**src/hdl/stfc_defines.vh**
```
/*
 * Register map, field positions, reset values and timing counts for the
 * serial transmit and frame-format block.
 * Assumes inclusion by bare name from design files under hdl/.
 */
// What this block does
// [RULE_01] Move holding byte into shifter when shifter empty, then start sending.
// [RULE_02] Holding register accepts a new byte while shifter sends; no gap.
// [RULE_03] Holding register is 8 bits, readable and writable at any time.
// [RULE_04] Holding register becomes all ones on reset and low-power entry.
// [RULE_05] Format register read/write any time; zero on reset and low-power entry.
// [RULE_06] Format bit 7 selects async (0) or clocked sync (1).
// [RULE_07] Char-length bit: async 8 bits (0) or 7 bits (1); sync always 8.
// [RULE_08] In 7-bit async mode the holding MSB is not sent.
// [RULE_09] Parity enable adds parity in async only; never in sync mode.
// [RULE_10] Parity sense picks even (0) or odd (1); ignored if unused.
// [RULE_11] Parity makes count of ones in data plus parity even or odd.
// [RULE_12] Async stop bits: one when clear, two when set; none in sync.
// [RULE_13] Receiver checks only the first stop bit; second zero is a start.
// [RULE_14] Multiprocessor mode overrides parity settings; software clears it in sync.
// [RULE_15] Prescaler select: 00 full, 01 quarter, 10 sixteenth, 11 sixty-fourth.
// [RULE_16] Control register holds enables, interrupt enables and clock source bits.
// [RULE_17] Control register read/write any time; zero on reset and low-power entry.
// [RULE_18] Shifter sends each character least significant bit first.
// [RULE_19] No holding-to-shifter transfer while the empty flag is set.
// [RULE_20] Async character: one zero start bit, data, optional parity, stop bits.
`ifndef STFC_DEFINES_VH
`define STFC_DEFINES_VH

// ----------------------------------------------------------------------
// Register offsets
// ----------------------------------------------------------------------
`define STFC_ADDR_FORMAT 3'h0
`define STFC_ADDR_BITRATE 3'h1
`define STFC_ADDR_CONTROL 3'h2
`define STFC_ADDR_HOLDING 3'h3
`define STFC_ADDR_STATUS 3'h4

// ----------------------------------------------------------------------
// Reset values
// ----------------------------------------------------------------------
`define STFC_RST_HOLDING 8'hff
`define STFC_RST_FORMAT 8'h00
`define STFC_RST_CONTROL 8'h00
`define STFC_RST_BITRATE 8'hff

// ----------------------------------------------------------------------
// Format register fields
// ----------------------------------------------------------------------
`define STFC_FMT_SYNC 7
`define STFC_FMT_CHR7 6
`define STFC_FMT_PAR_ON 5
`define STFC_FMT_PAR_ODD 4
`define STFC_FMT_STOP2 3
`define STFC_FMT_MP 2
`define STFC_FMT_PSC_HI 1
`define STFC_FMT_PSC_LO 0

// ----------------------------------------------------------------------
// Control register fields
// ----------------------------------------------------------------------
`define STFC_CTL_TX_ON 5

// ----------------------------------------------------------------------
// Status register fields
// ----------------------------------------------------------------------
`define STFC_STS_TX_EMPTY 7
`define STFC_STS_TX_END 2
`define STFC_STS_MPB_TX 0

// ----------------------------------------------------------------------
// Prescaler terminal counts (divide minus one)
// ----------------------------------------------------------------------
`define STFC_PSC_DIV1 6'h00
`define STFC_PSC_DIV4 6'h03
`define STFC_PSC_DIV16 6'h0f
`define STFC_PSC_DIV64 6'h3f

`endif

```
**src/hdl/stfc_top.v**
```verilog
/*
 * Transmit holding path and frame-format control of a serial port:
 * format, control, bit-rate and holding registers, a byte shifter that
 * frames async or clocked sync characters, and a prescaled bit clock.
 * Assumes a simple synchronous register port driven by one master, and
 * a low-power indication from the system that is high for the cycles of
 * entry into standby, watch, subactive or subsleep mode.
 */
`timescale 1ns/1ps
`include "stfc_defines.vh"

module stfc_top #(
    parameter DATA_W = 8 // Character register width
) (
    input wire ref_clk_in,              // System clock, 25 MHz
    input wire rstn_in,                 // Async reset, active low
    input wire clk_en_in,               // Freezes all state but the reset synchroniser when low
    input wire low_power_in,            // Low-power mode entry, level
    input wire [2:0] addr_in,           // Register address
    input wire [7:0] wdata_in,          // Register write data
    input wire wr_in,                   // Write strobe
    input wire rd_in,                   // Read strobe
    output reg [7:0] rdata_out,         // Read data, cycle after strobe
    output reg txd_out,                 // Serial transmit data
    output reg sck_out,                 // Serial clock out (sync mode)
    output reg sck_oe_out,              // Serial clock output enable
    output wire tx_empty_flag_out,      // Holding register empty
    output wire tx_end_out,             // Shifter idle and holding empty
    output wire [7:0] serial_control_out // Control bits for other blocks
);

    // ------------------------------------------------------------------
    // Reset synchroniser
    // ------------------------------------------------------------------
    reg rst_meta_reg;
    reg rst_sync_reg;
    wire rst_n;

    // Release is delayed two edges so no flop leaves reset on a ragged edge
    always @(posedge ref_clk_in or negedge rstn_in) begin
        if (!rstn_in) begin
            rst_meta_reg <= 1'b0;
            rst_sync_reg <= 1'b0;
        end else begin
            rst_meta_reg <= 1'b1;
            rst_sync_reg <= rst_meta_reg;
        end
    end
    assign rst_n = rst_sync_reg;

    // ------------------------------------------------------------------
    // State machine codes
    // ------------------------------------------------------------------
    localparam [3:0] ST_IDLE = 4'b0001;
    localparam [3:0] ST_START = 4'b0010;
    localparam [3:0] ST_DATA = 4'b0100;
    localparam [3:0] ST_TAIL = 4'b1000;

    // ------------------------------------------------------------------
    // Registers and state
    // ------------------------------------------------------------------
    reg [DATA_W-1:0] tx_holding_reg;
    reg [7:0] frame_format_reg;
    reg [7:0] serial_control_reg;
    reg [7:0] bitrate_reg;
    reg tx_empty_reg;
    reg mpb_tx_reg;
    reg [DATA_W-1:0] tx_shifter_reg;
    reg [3:0] state_reg;
    reg [3:0] bit_cnt_reg;
    reg [1:0] tail_cnt_reg;
    reg shift_par_reg;
    reg shift_mp_reg;
    reg [5:0] psc_cnt_reg;
    reg [7:0] baud_cnt_reg;
    reg half_reg;

    // Frame settings latched at load so a mid-frame write cannot tear it
    reg fr_sync_reg;
    reg fr_chr7_reg;
    reg fr_par_reg;
    reg fr_stop2_reg;
    reg fr_mp_reg;

    wire fmt_sync = frame_format_reg[`STFC_FMT_SYNC];
    wire tx_on = serial_control_reg[`STFC_CTL_TX_ON];

    // Prescaler terminal decode, used only for the bit clock
    function [5:0] psc_limit;
        input [1:0] sel;
        begin
            case (sel) // RULE_15
                2'b00: psc_limit = `STFC_PSC_DIV1;
                2'b01: psc_limit = `STFC_PSC_DIV4;
                2'b10: psc_limit = `STFC_PSC_DIV16;
                default: psc_limit = `STFC_PSC_DIV64;
            endcase
        end
    endfunction

    // ------------------------------------------------------------------
    // Bit clock: prescaler then bit-rate counter, half-bit ticks
    // ------------------------------------------------------------------
    wire [5:0] psc_top = psc_limit({frame_format_reg[`STFC_FMT_PSC_HI],
                                    frame_format_reg[`STFC_FMT_PSC_LO]});
    wire psc_tick = (psc_cnt_reg == psc_top);
    wire half_tick = psc_tick && (baud_cnt_reg == 8'h00);
    // Each bit lasts two half ticks so sync mode gets a symmetric clock
    wire bit_tick = half_tick && half_reg;

    always @(posedge ref_clk_in or negedge rst_n) begin
        if (!rst_n) begin
            psc_cnt_reg <= 6'h00;
            baud_cnt_reg <= 8'h00;
            half_reg <= 1'b0;
        end else if (clk_en_in) begin
            if (state_reg == ST_IDLE) begin
                // Restart the bit clock so each frame starts on a full bit
                psc_cnt_reg <= 6'h00;
                baud_cnt_reg <= bitrate_reg;
                half_reg <= 1'b0;
            end else if (psc_tick) begin
                psc_cnt_reg <= 6'h00; // RULE_15
                if (baud_cnt_reg == 8'h00) begin
                    baud_cnt_reg <= bitrate_reg;
                    half_reg <= ~half_reg;
                end else begin
                    baud_cnt_reg <= baud_cnt_reg - 8'h01;
                end
            end else begin
                psc_cnt_reg <= psc_cnt_reg + 6'h01;
            end
        end
    end

    // ------------------------------------------------------------------
    // Register writes and the empty flag
    // ------------------------------------------------------------------
    wire wr_hold = wr_in && (addr_in == `STFC_ADDR_HOLDING);
    wire load = (state_reg == ST_IDLE) && tx_on && !tx_empty_reg; // RULE_01 RULE_19
    wire frame_done;

    always @(posedge ref_clk_in or negedge rst_n) begin
        if (!rst_n) begin
            tx_holding_reg <= `STFC_RST_HOLDING; // RULE_04
            frame_format_reg <= `STFC_RST_FORMAT; // RULE_05
            serial_control_reg <= `STFC_RST_CONTROL; // RULE_17
            bitrate_reg <= `STFC_RST_BITRATE;
            tx_empty_reg <= 1'b1;
            mpb_tx_reg <= 1'b0;
        end else if (clk_en_in) begin
            if (low_power_in) begin
                tx_holding_reg <= `STFC_RST_HOLDING; // RULE_04
                frame_format_reg <= `STFC_RST_FORMAT; // RULE_05
                serial_control_reg <= `STFC_RST_CONTROL; // RULE_17
                bitrate_reg <= `STFC_RST_BITRATE;
                tx_empty_reg <= 1'b1;
                mpb_tx_reg <= 1'b0;
            end else begin
                if (wr_in && addr_in == `STFC_ADDR_FORMAT)
                    frame_format_reg <= wdata_in; // RULE_05
                if (wr_in && addr_in == `STFC_ADDR_BITRATE)
                    bitrate_reg <= wdata_in;
                if (wr_in && addr_in == `STFC_ADDR_CONTROL)
                    serial_control_reg <= wdata_in; // RULE_16 RULE_17
                if (wr_in && addr_in == `STFC_ADDR_STATUS)
                    mpb_tx_reg <= wdata_in[`STFC_STS_MPB_TX];
                // Holding register is writable even mid-frame
                if (wr_hold)
                    tx_holding_reg <= wdata_in[DATA_W-1:0]; // RULE_02 RULE_03
                // Empty stays set while transmit is off; a write wins
                // over the load in the same cycle
                if (!tx_on)
                    tx_empty_reg <= 1'b1;
                else if (wr_hold)
                    tx_empty_reg <= 1'b0; // RULE_02
                else if (load)
                    tx_empty_reg <= 1'b1; // RULE_01
            end
        end
    end

    // ------------------------------------------------------------------
    // Transmit sequencer
    // ------------------------------------------------------------------
    // Par_used is false in sync or multiprocessor mode
    wire par_used = !fmt_sync && frame_format_reg[`STFC_FMT_PAR_ON] &&
                    !frame_format_reg[`STFC_FMT_MP]; // RULE_09 RULE_14
    wire chr7 = !fmt_sync && frame_format_reg[`STFC_FMT_CHR7]; // RULE_07
    wire [DATA_W-1:0] load_data = chr7 ?
        {1'b0, tx_holding_reg[DATA_W-2:0]} : tx_holding_reg; // RULE_08
    // Parity over the bits actually sent; odd sense inverts
    wire load_par = (^load_data) ^ frame_format_reg[`STFC_FMT_PAR_ODD]; // RULE_10 RULE_11
    wire [3:0] last_bit = fr_chr7_reg ? 4'h6 : 4'h7;
    wire [1:0] tail_len = {1'b0, fr_par_reg} + {1'b0, fr_mp_reg} +
                          (fr_stop2_reg ? 2'h2 : 2'h1); // RULE_12
    assign frame_done = (state_reg == ST_TAIL) && bit_tick &&
                        (tail_cnt_reg == tail_len - 2'h1);

    always @(posedge ref_clk_in or negedge rst_n) begin
        if (!rst_n) begin
            state_reg <= ST_IDLE;
            tx_shifter_reg <= {DATA_W{1'b1}};
            bit_cnt_reg <= 4'h0;
            tail_cnt_reg <= 2'h0;
            shift_par_reg <= 1'b0;
            shift_mp_reg <= 1'b0;
            fr_sync_reg <= 1'b0;
            fr_chr7_reg <= 1'b0;
            fr_par_reg <= 1'b0;
            fr_stop2_reg <= 1'b0;
            fr_mp_reg <= 1'b0;
        end else if (clk_en_in) begin
            if (low_power_in) begin
                state_reg <= ST_IDLE;
            end else begin
                case (state_reg)
                    ST_IDLE: begin
                        if (load) begin
                            tx_shifter_reg <= load_data; // RULE_01
                            shift_par_reg <= load_par;
                            shift_mp_reg <= mpb_tx_reg;
                            fr_sync_reg <= fmt_sync; // RULE_06
                            fr_chr7_reg <= chr7;
                            fr_par_reg <= par_used;
                            fr_stop2_reg <= frame_format_reg[`STFC_FMT_STOP2];
                            fr_mp_reg <= !fmt_sync && frame_format_reg[`STFC_FMT_MP];
                            bit_cnt_reg <= 4'h0;
                            tail_cnt_reg <= 2'h0;
                            // Sync mode has no start bit
                            state_reg <= fmt_sync ? ST_DATA : ST_START; // RULE_06 RULE_20
                        end
                    end
                    ST_START: begin
                        if (bit_tick)
                            state_reg <= ST_DATA; // RULE_20
                    end
                    ST_DATA: begin
                        if (bit_tick) begin
                            tx_shifter_reg <= {1'b1, tx_shifter_reg[DATA_W-1:1]}; // RULE_18
                            bit_cnt_reg <= bit_cnt_reg + 4'h1;
                            if (bit_cnt_reg == last_bit) begin
                                // Sync frames end after data: no parity, no stop
                                state_reg <= fr_sync_reg ? ST_IDLE : ST_TAIL; // RULE_12
                            end
                        end
                    end
                    ST_TAIL: begin
                        if (bit_tick) begin
                            tail_cnt_reg <= tail_cnt_reg + 2'h1;
                            if (frame_done)
                                state_reg <= ST_IDLE; // RULE_02
                        end
                    end
                    default: state_reg <= ST_IDLE;
                endcase
            end
        end
    end

    // ------------------------------------------------------------------
    // Line drivers
    // ------------------------------------------------------------------
    // Tail slot order: parity or multiprocessor bit first, then stop ones
    reg txd_next;
    always @* begin
        txd_next = 1'b1;
        case (state_reg)
            ST_START: txd_next = 1'b0; // RULE_20
            ST_DATA: txd_next = tx_shifter_reg[0]; // RULE_18
            ST_TAIL: begin
                if (tail_cnt_reg == 2'h0 && fr_par_reg)
                    txd_next = shift_par_reg; // RULE_09
                else if (tail_cnt_reg == 2'h0 && fr_mp_reg)
                    txd_next = shift_mp_reg; // RULE_14
                else
                    txd_next = 1'b1; // RULE_12
            end
            default: txd_next = 1'b1;
        endcase
    end

    always @(posedge ref_clk_in or negedge rst_n) begin
        if (!rst_n) begin
            txd_out <= 1'b1;
            sck_out <= 1'b1;
            sck_oe_out <= 1'b0;
        end else if (clk_en_in) begin
            txd_out <= txd_next;
            // Sync clock low in first half of each data bit, idles high
            sck_out <= !(fr_sync_reg && state_reg == ST_DATA && !half_reg);
            sck_oe_out <= fmt_sync && tx_on;
        end
    end

    // ------------------------------------------------------------------
    // Read port
    // ------------------------------------------------------------------
    wire tx_end = (state_reg == ST_IDLE) && tx_empty_reg;
    reg [7:0] rdata_next;
    always @* begin
        rdata_next = 8'h00;
        case (addr_in)
            `STFC_ADDR_FORMAT: rdata_next = frame_format_reg; // RULE_05
            `STFC_ADDR_BITRATE: rdata_next = bitrate_reg;
            `STFC_ADDR_CONTROL: rdata_next = serial_control_reg; // RULE_17
            `STFC_ADDR_HOLDING: rdata_next = tx_holding_reg; // RULE_03
            `STFC_ADDR_STATUS: begin
                rdata_next[`STFC_STS_TX_EMPTY] = tx_empty_reg;
                rdata_next[`STFC_STS_TX_END] = tx_end;
                rdata_next[`STFC_STS_MPB_TX] = mpb_tx_reg;
            end
            default: rdata_next = 8'h00;
        endcase
    end

    // Read data held only for the cycle after the strobe
    always @(posedge ref_clk_in or negedge rst_n) begin
        if (!rst_n)
            rdata_out <= 8'h00;
        else if (clk_en_in)
            rdata_out <= rd_in ? rdata_next : 8'h00;
    end

    assign tx_empty_flag_out = tx_empty_reg;
    assign tx_end_out = tx_end;
    assign serial_control_out = serial_control_reg;

endmodule // stfc_top

```
**config.mk**
```make
export PLATFORM = sky130hd
export DESIGN_NAME = stfc_top
export DESIGN_NICKNAME = d
export VERILOG_FILES = /design/src/hdl/stfc_top.v
export VERILOG_INCLUDE_DIRS = /design/src /design/src/hdl
export SDC_FILE = /design/constraint.sdc
export NUM_CORES = 1
export LEC_CHECK = 0
export BUFFER_PORTS_ARGS = -buffer_cell sky130_fd_sc_hd__buf_2
export CORE_MARGIN = 8
export CORE_UTILIZATION = 55
export CTS_BUF_LIST = sky130_fd_sc_hd__clkbuf_4
export DETAILED_ROUTE_END_ITERATION = 16
export PLACE_DENSITY = 0.74
export SLEW_MARGIN = 20
export SYNTH_ARGS = -nofsm -noshare
export SYNTH_HDL_FRONTEND = slang
export SYNTH_SLANG_ARGS = --single-unit
```
**constraint.sdc**
```tcl
create_clock -name ref_clk_in -period 3 [get_ports ref_clk_in]
set_input_delay 0 -clock ref_clk_in [delete_from_list [all_inputs] [get_ports ref_clk_in]]
set_output_delay 0 -clock ref_clk_in [all_outputs]
set_load 0.005 [all_outputs]
```
# Word level (Yosys, flattened, before mapping)
# Cells that the tools add are included.
# word_totals
regBits,87
latch_bits,0
ram_bits,0
mem_bits_ro,0
in_bits,17
output_inout_bits,21
wordCells,165
memories,0
# classes
addsub,7
multipliers,0
div_mod_pow,0
order_cmp,0
eq_ne,23
shift,0
muxes,54
bitwise_logic,3
n_reduce_logical,52
# op_table
op,n
$mux 8,15
$mux 4,10
$pmux 4 s4,2
$logic_and 1x1->1,21
$ne 3x3->1 const B,6
$pmux 6 s3,1
$reduce_bool 2->1,9
$pmux 8 s2,1
$pmux 1 s5,3
$reduce_and 2->1,7
$mux 1,12
$mux 6,2
$reduce_and 5->1,2
$logic_not 8->1,1
$pmux 4 s2,1
$reduce_xor 8->1,1
$sub 8x1->8 const B,1
$reduce_and 7->1,1
$add 6x1->6 const B,1
$eq 3x2->1 const B,2
$eq 6x6->1,1
$mux 2,3
$ne 2x2->1 const B,3
$logic_not 1->1,5
26 further kinds,28

# Longest topological paths before layout
# Gate-level depths: netlist (run 1).
# logic_depth
word_depth,11
depth_mapped,8
mapped_depth_nobuf,7

# Least setup slack after synthesis (run 1)
# OpenSTA, ideal clock, no wires.
# synth_timing
kind,reg2reg
from,register state_reg[0]
to,register tail_cnt_reg[1]
setup_ns,0.128
t_arrival_ns,1.972
t_required_ns,2.872
setup_slack_ns,0.900
stages_incl_launch_ff,8
path_buffers,2
period_less_slack_ns,2.100
cell_sequence,dfstp_2 > buf_2 > or4b_4 > buf_6 > o211ai_2 > a211oi_1 > nand4_1 > mux2_1
# synth_between
elab_chain_cells,5
elab_cells_between_ends,9
cone_classes,eq/ne (4); mux (1); reduce/logical (4)
# synth_lines
item,line,source
"start, declared",stfc_top.v:69,reg [3:0] state_reg;
"start signal, assigned",stfc_top.v:231,state_reg <= fmt_sync ? ST_DATA : ST_START;
"start signal, assigned",stfc_top.v:244,state_reg <= fr_sync_reg ? ST_IDLE : ST_TAIL;
$eq 4x1->1,"stfc_top.v:140, stfc_top.v:217",
$logic_and 1x1->1 (2 in series),stfc_top.v:140,wire load = (state_reg == ST_IDLE) && tx_on && !tx_empty_reg;
$ne 2x2->1 (no source line),-,
$reduce_and 5->1 (no source line),-,
"end signal, assigned",stfc_top.v:250,tail_cnt_reg <= tail_cnt_reg + 2'h1;
"end, declared",stfc_top.v:71,reg [1:0] tail_cnt_reg;
# Parallel ways exist; a longest one is shown, timed or not.
# A chain may end at the register's enable or synchronous reset.

# Worst setup path in the final report (run 1)
# layout_timing
from,register baud_cnt_reg[0]
to,register tx_shifter_reg[6]
# layout_between
elab_chain_cells,5
# layout_lines
item,line,source
"start, declared",stfc_top.v:75,reg [7:0] baud_cnt_reg;
"start signal, assigned",stfc_top.v:120,baud_cnt_reg <= bitrate_reg;
"start signal, assigned",stfc_top.v:125,baud_cnt_reg <= bitrate_reg;
"start signal, assigned",stfc_top.v:128,baud_cnt_reg <= baud_cnt_reg - 8'h01;
$logic_not 8->1,stfc_top.v:107,wire half_tick = psc_tick && (baud_cnt_reg == 8'h00);
$logic_and 1x1->1,stfc_top.v:107,
$logic_and 1x1->1,stfc_top.v:109,wire bit_tick = half_tick && half_reg;
$ne 2x2->1 (no source line),-,
$reduce_and 5->1 (no source line),-,
"end signal, assigned",stfc_top.v:203,tx_shifter_reg <= {DATA_W{1'b1}};
"end signal, assigned",stfc_top.v:220,tx_shifter_reg <= load_data;
"end signal, assigned",stfc_top.v:240,"tx_shifter_reg <= {1'b1, tx_shifter_reg[DATA_W-1:1]};"
"end, declared",stfc_top.v:68,reg [DATA_W-1:0] tx_shifter_reg;
# Every way passes these cells.

==> impl_metrics.tcl, run 1 <==
set metrics [dict create \
    status "complete, no violations" \
    reg2reg_to "tx_shifter_reg[6]" \
    crit_chain "inv_1 -> ha_1 -> nor4b_2 -> o211ai_1 -> a2111oi_2 -> buf_4 -> or2_1 -> a31oi_1" \
    final_core_util_pct 63.24 \
    grt_pass1_vias 3721 \
    n_fill_cell 680 \
    crit_buf_inv 2 \
    setup_violations 0 \
    antenna_found_initial 0 \
    cts_setup_buffers 0 \
    busiest_layer "met2" \
    crit_path_start_kind "flip-flop" \
    ys_seq_elements 87 \
    worstHoldEndpoint "rdata_out[2]" \
    powerDensity_nw_per_um2 688.4 \
    use_met1_pct 29.51 \
    hold_buffers 14 \
    cpMaxStageDelayCell "dfrtp_1" \
    grt_max_degree 86 \
    num_rows 33 \
    worst_slew_pin_slew_ns 1.010 \
    clock_path_buffers 2 \
    peakVddDrop_mv 0.2995 \
    grt_overflow 0 \
    multi_input_area_um2 2198 \
    clkSinkCount 87 \
    core_um2 8175 \
    async_reset_ff_share_pct 100.0 \
    rr_startpoint "baud_cnt_reg[0]" \
    synthDistinctLibCells 63 \
    fin_skew_ns 0.01725 \
    finalCritPeriodShare_pct 79.81 \
    grt_use_met2_pct 32.30 \
    min_period_ns 2.394 \
    drt_wl_total_um 11960 \
    hold_violations 0 \
    cp_max_fo 13 \
    drv_cap 0 \
    synth_warnings 0 \
    syn_nets 485 \
    root_buffer "clkbuf_4" \
    numCtsBuffers 9 \
    p_leak_nw 2.280 \
    insertion_delay_ns 0.44 \
    grt_pass1_wl_um 19430 \
    crit_type "reg2reg" \
    hold_start "addr_in[2]" \
    synth_edf_count 0 \
    cp_top_family "compound AO/OA/AOI/OAI gates" \
    htreeDepth 3 \
    synth-seq-area-share_pct 48.15 \
    hp-class "in2reg" \
    whs_path_depth 3 \
    clkSlewWorstSetupHoldPaths_ns 0.15 \
    dpl.hpwl_um 8551 \
    endpoint_kind "flip-flop" \
    fin_setup_tns_ns 0 \
    syn_area_um2 4594 \
    maxSlewViolCount 0 \
    avgSynthCellArea_um2 9.945 \
    vias_per_cell 6.175 \
    fmax_mhz 417.7 \
    rsz0062_at_grt "no" \
    crit_start "baud_cnt_reg[0]" \
    drt-initial-drc-count 260 \
    start_util_pct 56.20 \
    ios 38 \
    grtUsageMet3_pct 3.533 \
    cts_resized 0 \
    ant_nets 0 \
    regArea_um2 2216 \
    arrival_ns 2.76 \
    drtPass1Iterations 5 \
    die_h_um 107.4 \
    rrSetupSlack_ns 0.61 \
    reg2reg_depth 8 \
    track_usage_pct 21.29 \
    fin_nets 529 \
    wl_per_cell_um 19.41 \
    drc_errors 0 \
    gp_congestion 0.9453 \
    synth_ff_type "dfrtp_1" \
    io_buffers 37 \
    crit_path_max_incr_delay_ns 0.42 \
    dieArea_um2 11530 \
    maxSlewHeadroom_pct 32.20 \
    netlist_instances 462 \
    cts_tree "built" \
    syn_to_final_growth_pct 12.53 \
    drive_above_1_share_pct 21.33 \
    vias 3804 \
    diodes 0 \
    die_w_um 107.4 \
    crit_required_ns 3.37 \
]
[worst max-delay path by stage]
stage / end / slack [ns] / cells past startpoint
CTS: tx_shifter_reg[6] / 0.65 / 8
floorplan: baud_cnt_reg[0] / 0.45 / 0
detailed placement: tx_shifter_reg[6] / 0.66 / 8
global route: tx_shifter_reg[6] / 0.46 / 8
finish: tx_shifter_reg[6] / 0.61 / 8
global placement: bit_cnt_reg[0] / 0.74 / 8
[cells in the final DEF, fill, tap and decap left out, drive strengths merged, types with 6 or more instances in the layout]
master	count
nand3	14
nand2b	8
nor3	15
clkbuf	9
o21ai	39
o2bb2ai	13
nand2	75
dlygate4sd3	14
buf	43
o22a	18
xnor2	12
a21oi	13
a31oi	9
mux2i	8
dfstp	28
dfrtp	59
nand4	6
nor2	20
nor2b	6
inv	21
a211oi	6
mux4	6
[metrics by stage]
step           power, mW  setup WS [ns]  area (um^2)  hold slack [ns]  instances
2_1_floorplan      2.459         0.4463         4594          -0.2956        462
3_3_place_gp       2.702         0.7394         4840          -0.2149        585
3_5_place_dp       2.749         0.6606         4840          -0.2108        585
4_1_cts            3.527         0.6483         5142          0.03383        615
5_1_grt            3.751         0.4578         5170          0.02478        616
6_report           3.559         0.6058         5170          0.02201        616
[cells by family after synthesis]
| family | after synthesis | share of synthesized area [%] |
|---|---|---|
| compound gates | 127 | 19.42 |
| xor+xnor | 15 | 2.860 |
| fa+ha+maj | 6 | 1.797 |
| buf+inv | 43 | 4.139 |
| flops | 87 | 48.15 |
| mux | 19 | 5.910 |
| other cells | 1 | 0.08162 |
| simple gates | 164 | 17.65 |
[cell usage after synthesis, drive strengths merged, types with 4 or more instances]
master,number,area share [%]
nand2,75,6.1
dfrtp,59,32
o21ai,39,4.2
dfstp,28,16
nor2,20,1.6
inv,19,1.6
o22a,18,3.4
clkbuf,15,1.2
nor3,15,1.7
nand3,14,1.5
a21oi,13,1.5
o2bb2ai,13,2.5
xnor2,12,2.3
a31oi,9,1.2
buf,9,1.4
mux2i,8,1.7
nand2b,8,1.1
a211oi,6,0.98
mux4,6,2.9
nand4,6,0.82
nor2b,6,0.82
ha,5,1.4
mux2,5,1.2
nand3b,4,0.65
o211ai,4,0.76
[layer usage]
layer  up-vias  wire (um)
met5         -          0
met4         0        288
met3        31        888
met2       170       5509
met1      1844       5271
li1       1759          -
[final cells by class]
type | count | share of cell area (%)
Sequential cell | 87 | 42.86
Tap cell | 105 | 2.541
Inverter | 19 | 1.379
Timing Repair Buffer | 57 | 7.551
Clock inverter | 7 | 1.839
Multi-Input combinational cell | 332 | 42.52
Clock buffer | 9 | 1.307
[tightest hold or removal path, cell delays in order]
cell       delay (ns)
buf_2            0.17
a31oi_1          0.20
o2bb2ai_1        0.07
[report_power, final]
group / leakage [nW] / internal, mW / switching [mW] / total (mW)
logic: 1.15 / 0.524 / 0.701 / 1.22
registers: 1.04 / 1.33 / 0.214 / 1.55
clock network: 0.0867 / 0.341 / 0.447 / 0.789
total: 2.28 / 2.20 / 1.36 / 3.56
(Power assumes the default switching activity.)
==> inputs of run 2 (changes only) <==
Settings changed: PLACE_DENSITY 0.74 to 0.77.
Clock period 3 ns to 2.1 ns, I/O delays scaled along.
==> impl_metrics.tcl, run 2 (same netlist as run 1, synthesis figures left out) <==
set metrics [dict create \
    gp_congestion 0.8806 \
    fin_ws_ns -0.02429 \
    crit_path_max_incr_delay_ns 0.45 \
    vias 3909 \
    pwr-share-comb_pct 41.8 \
    clkSinkCount 87 \
    drc_errors 0 \
    p_sw_share_pct 39.03 \
    clock_path_buffers 2 \
    drt_wl_total_um 12030 \
    root_buffer "clkbuf_4" \
    status "finished, violations left" \
    reg2reg_depth 9 \
    crit_buf_inv 3 \
    drv_cap 0 \
    crit_path_start_kind "flip-flop" \
    rr_startpoint "baud_cnt_reg[1]" \
    highest_layer "met4" \
    whs_path_depth 4 \
    power_mw 5.183 \
    die_w_um 107.4 \
    hold_violations 0 \
    p_int_mw 3.160 \
    numCtsBuffers 9 \
    seqPwrFrac_pct 41.3 \
    wl_met1_um 5489 \
    net-switching-power_mw 2.023 \
    rrSetupSlack_ns -0.02 \
    grt_overflow 0 \
    vias_per_cell 6.051 \
    ios 38 \
    core_um2 8175 \
    final_common_cell "nand2_1" \
    cp_max_fo 8 \
    pwr-share-clk_pct 16.9 \
    drive_above_1_share_pct 27.96 \
    fin_skew_ns 0.01649 \
    crit_required_ns 2.48 \
    io_buffers 37 \
    start_util_pct 56.20 \
    routed-wl-met2_um 5640 \
    hold_start "addr_in[2]" \
    grt_pass1_wl_um 19690 \
    cpMaxStageDelayCell "dfrtp_1" \
    num_rows 33 \
    arrival_ns 2.51 \
    powerDensity_nw_per_um2 959.1 \
    reg2reg_to "tx_shifter_reg[0]" \
    insertion_delay_ns 0.45 \
    grt_max_degree 40 \
    design_area_um2 5404 \
    maxSlewHeadroom_pct 57.56 \
    violations "setup timing" \
    cp_top_family "compound AO/OA/AOI/OAI gates" \
    wl_per_cell_um 18.63 \
    fmax_mhz 470.7 \
    dpl.hpwl_um 8716 \
    worst_slew_pin_slew_ns 0.6343 \
    track_usage_pct 21.50 \
    ant_nets 0 \
    htreeDepth 3 \
    endpoint_kind "flip-flop" \
    worstHoldEndpoint "rdata_out[7]" \
    clkSlewWorstSetupHoldPaths_ns 0.15 \
    layout_common_cells "nand2_1, dfrtp_1, buf_2, o21ai_0, buf_4" \
    grt_pass1_vias 3770 \
    dr_wl_met3_um 672 \
    die_h_um 107.4 \
    syn_to_final_growth_pct 17.62 \
    p_leak_nw 2.423 \
    finalCritPeriodShare_pct 101.2 \
    crit_type "reg2reg" \
    maxSlewViolCount 0 \
    dieArea_um2 11530 \
    place_area_um2 5062 \
    fin_nets 558 \
    min_period_ns 2.124 \
    peakVddDrop_mv 0.4631 \
    hp-class "in2reg" \
    crit_chain "inv_2 -> ha_4 -> nor4b_4 -> o211ai_1 -> a2111oi_2 -> buf_4 -> buf_6 -> nor3_1 -> a31oi_1" \
    cts_tree "built" \
    antenna_found_initial 0 \
    setup_violations 7 \
    drt-initial-drc-count 362 \
    rsz0062_at_grt "yes" \
    drtPass1Iterations 5 \
]
[run 2: changes by cell type in the layout (fill, tap and decap cells not counted), moves of 2 or more]
cell / previous run / this run
inv_1: 18 / 16
inv_2: 1 / 3
a211oi_2: 0 / 3
buf_4: 5 / 33
bufinv_16: 2 / 0
a211oi_1: 6 / 3
[run 2: worst max path at each step]
stage / startpoint / to / slack [ns] / cells after the start
after global placement: baud_cnt_reg[1] / bit_cnt_reg[0] / -0.01 / 8
after CTS: state_reg[0] / tx_shifter_reg[3] / 0.02 / 8
after floorplan: state_reg[0] / tail_cnt_reg[1] / 0.0004 / 7
after detailed placement: baud_cnt_reg[1] / tx_shifter_reg[3] / -0.05 / 8
after global routing: baud_cnt_reg[1] / tx_shifter_reg[2] / -0.16 / 9
final: baud_cnt_reg[1] / tx_shifter_reg[0] / -0.02 / 9
[run 2: stage by stage]
stage | cells | setup slack (ns) | util (%) | hold slack [ns] | setup TNS (ns)
floorplan | 462 | 0.0004248 | - | -0.2956 | 0
finish | 646 | -0.02429 | 66.10 | 0.04372 | -0.1129
detailed placement | 613 | -0.05411 | 61.92 | -0.2117 | -0.3520
CTS | 643 | 0.02128 | 65.18 | 0.02727 | 0
global route | 645 | -0.1560 | 66.07 | 0.05179 | -1.221
global placement | 613 | -0.01223 | 61.92 | -0.2129 | -0.08509
[run 2: repair_timing]
action,in CTS,in global routing
endpoints found under the setup margin,10,19
setup buffers,0,2
gates resized for setup,2,14
hold endpoints to repair,45,0
pin swaps,1,6
hold buffers,14,0
[run 2: layout make-up]
class	count	area (um^2)
clock inverters	6	43.79
repair buffers	86	604.3
fillers	650	2771
flip-flops and latches	87	2217
diodes	1	2.502
multi-input cells	332	2258
inverters	19	71.32
well taps	105	131.4
clock buffers	10	75.07
[run 2: routing by layer]
layer  track usage (%)  vias to the layer above
li1                  -                     1818
met4             8.821                        0
met3             3.353                       17
met1             29.70                     1938
met2             32.97                      136
met5                 0                        -
[run 2: power by group through the flow]
stage / Clock, mW / Combinational (mW) / Sequential, mW
2_1_floorplan: 0 / 1.41 / 2.11
3_3_place_gp: 0 / 2.00 / 2.15
3_5_place_dp: 0 / 2.03 / 2.15
4_1_cts: 0.885 / 2.06 / 2.12
5_1_grt: 0.968 / 2.36 / 2.18
6_report: 0.874 / 2.17 / 2.14
[run 2: worst register-to-register path, cell delays in order, from the launching register on]
cell,delay (ns)
dfrtp_1,0.45
inv_2,0.10
ha_4,0.12
nor4b_4,0.20
o211ai_1,0.20
a2111oi_2,0.44
buf_4,0.22
buf_6,0.13
nor3_1,0.05
a31oi_1,0.15
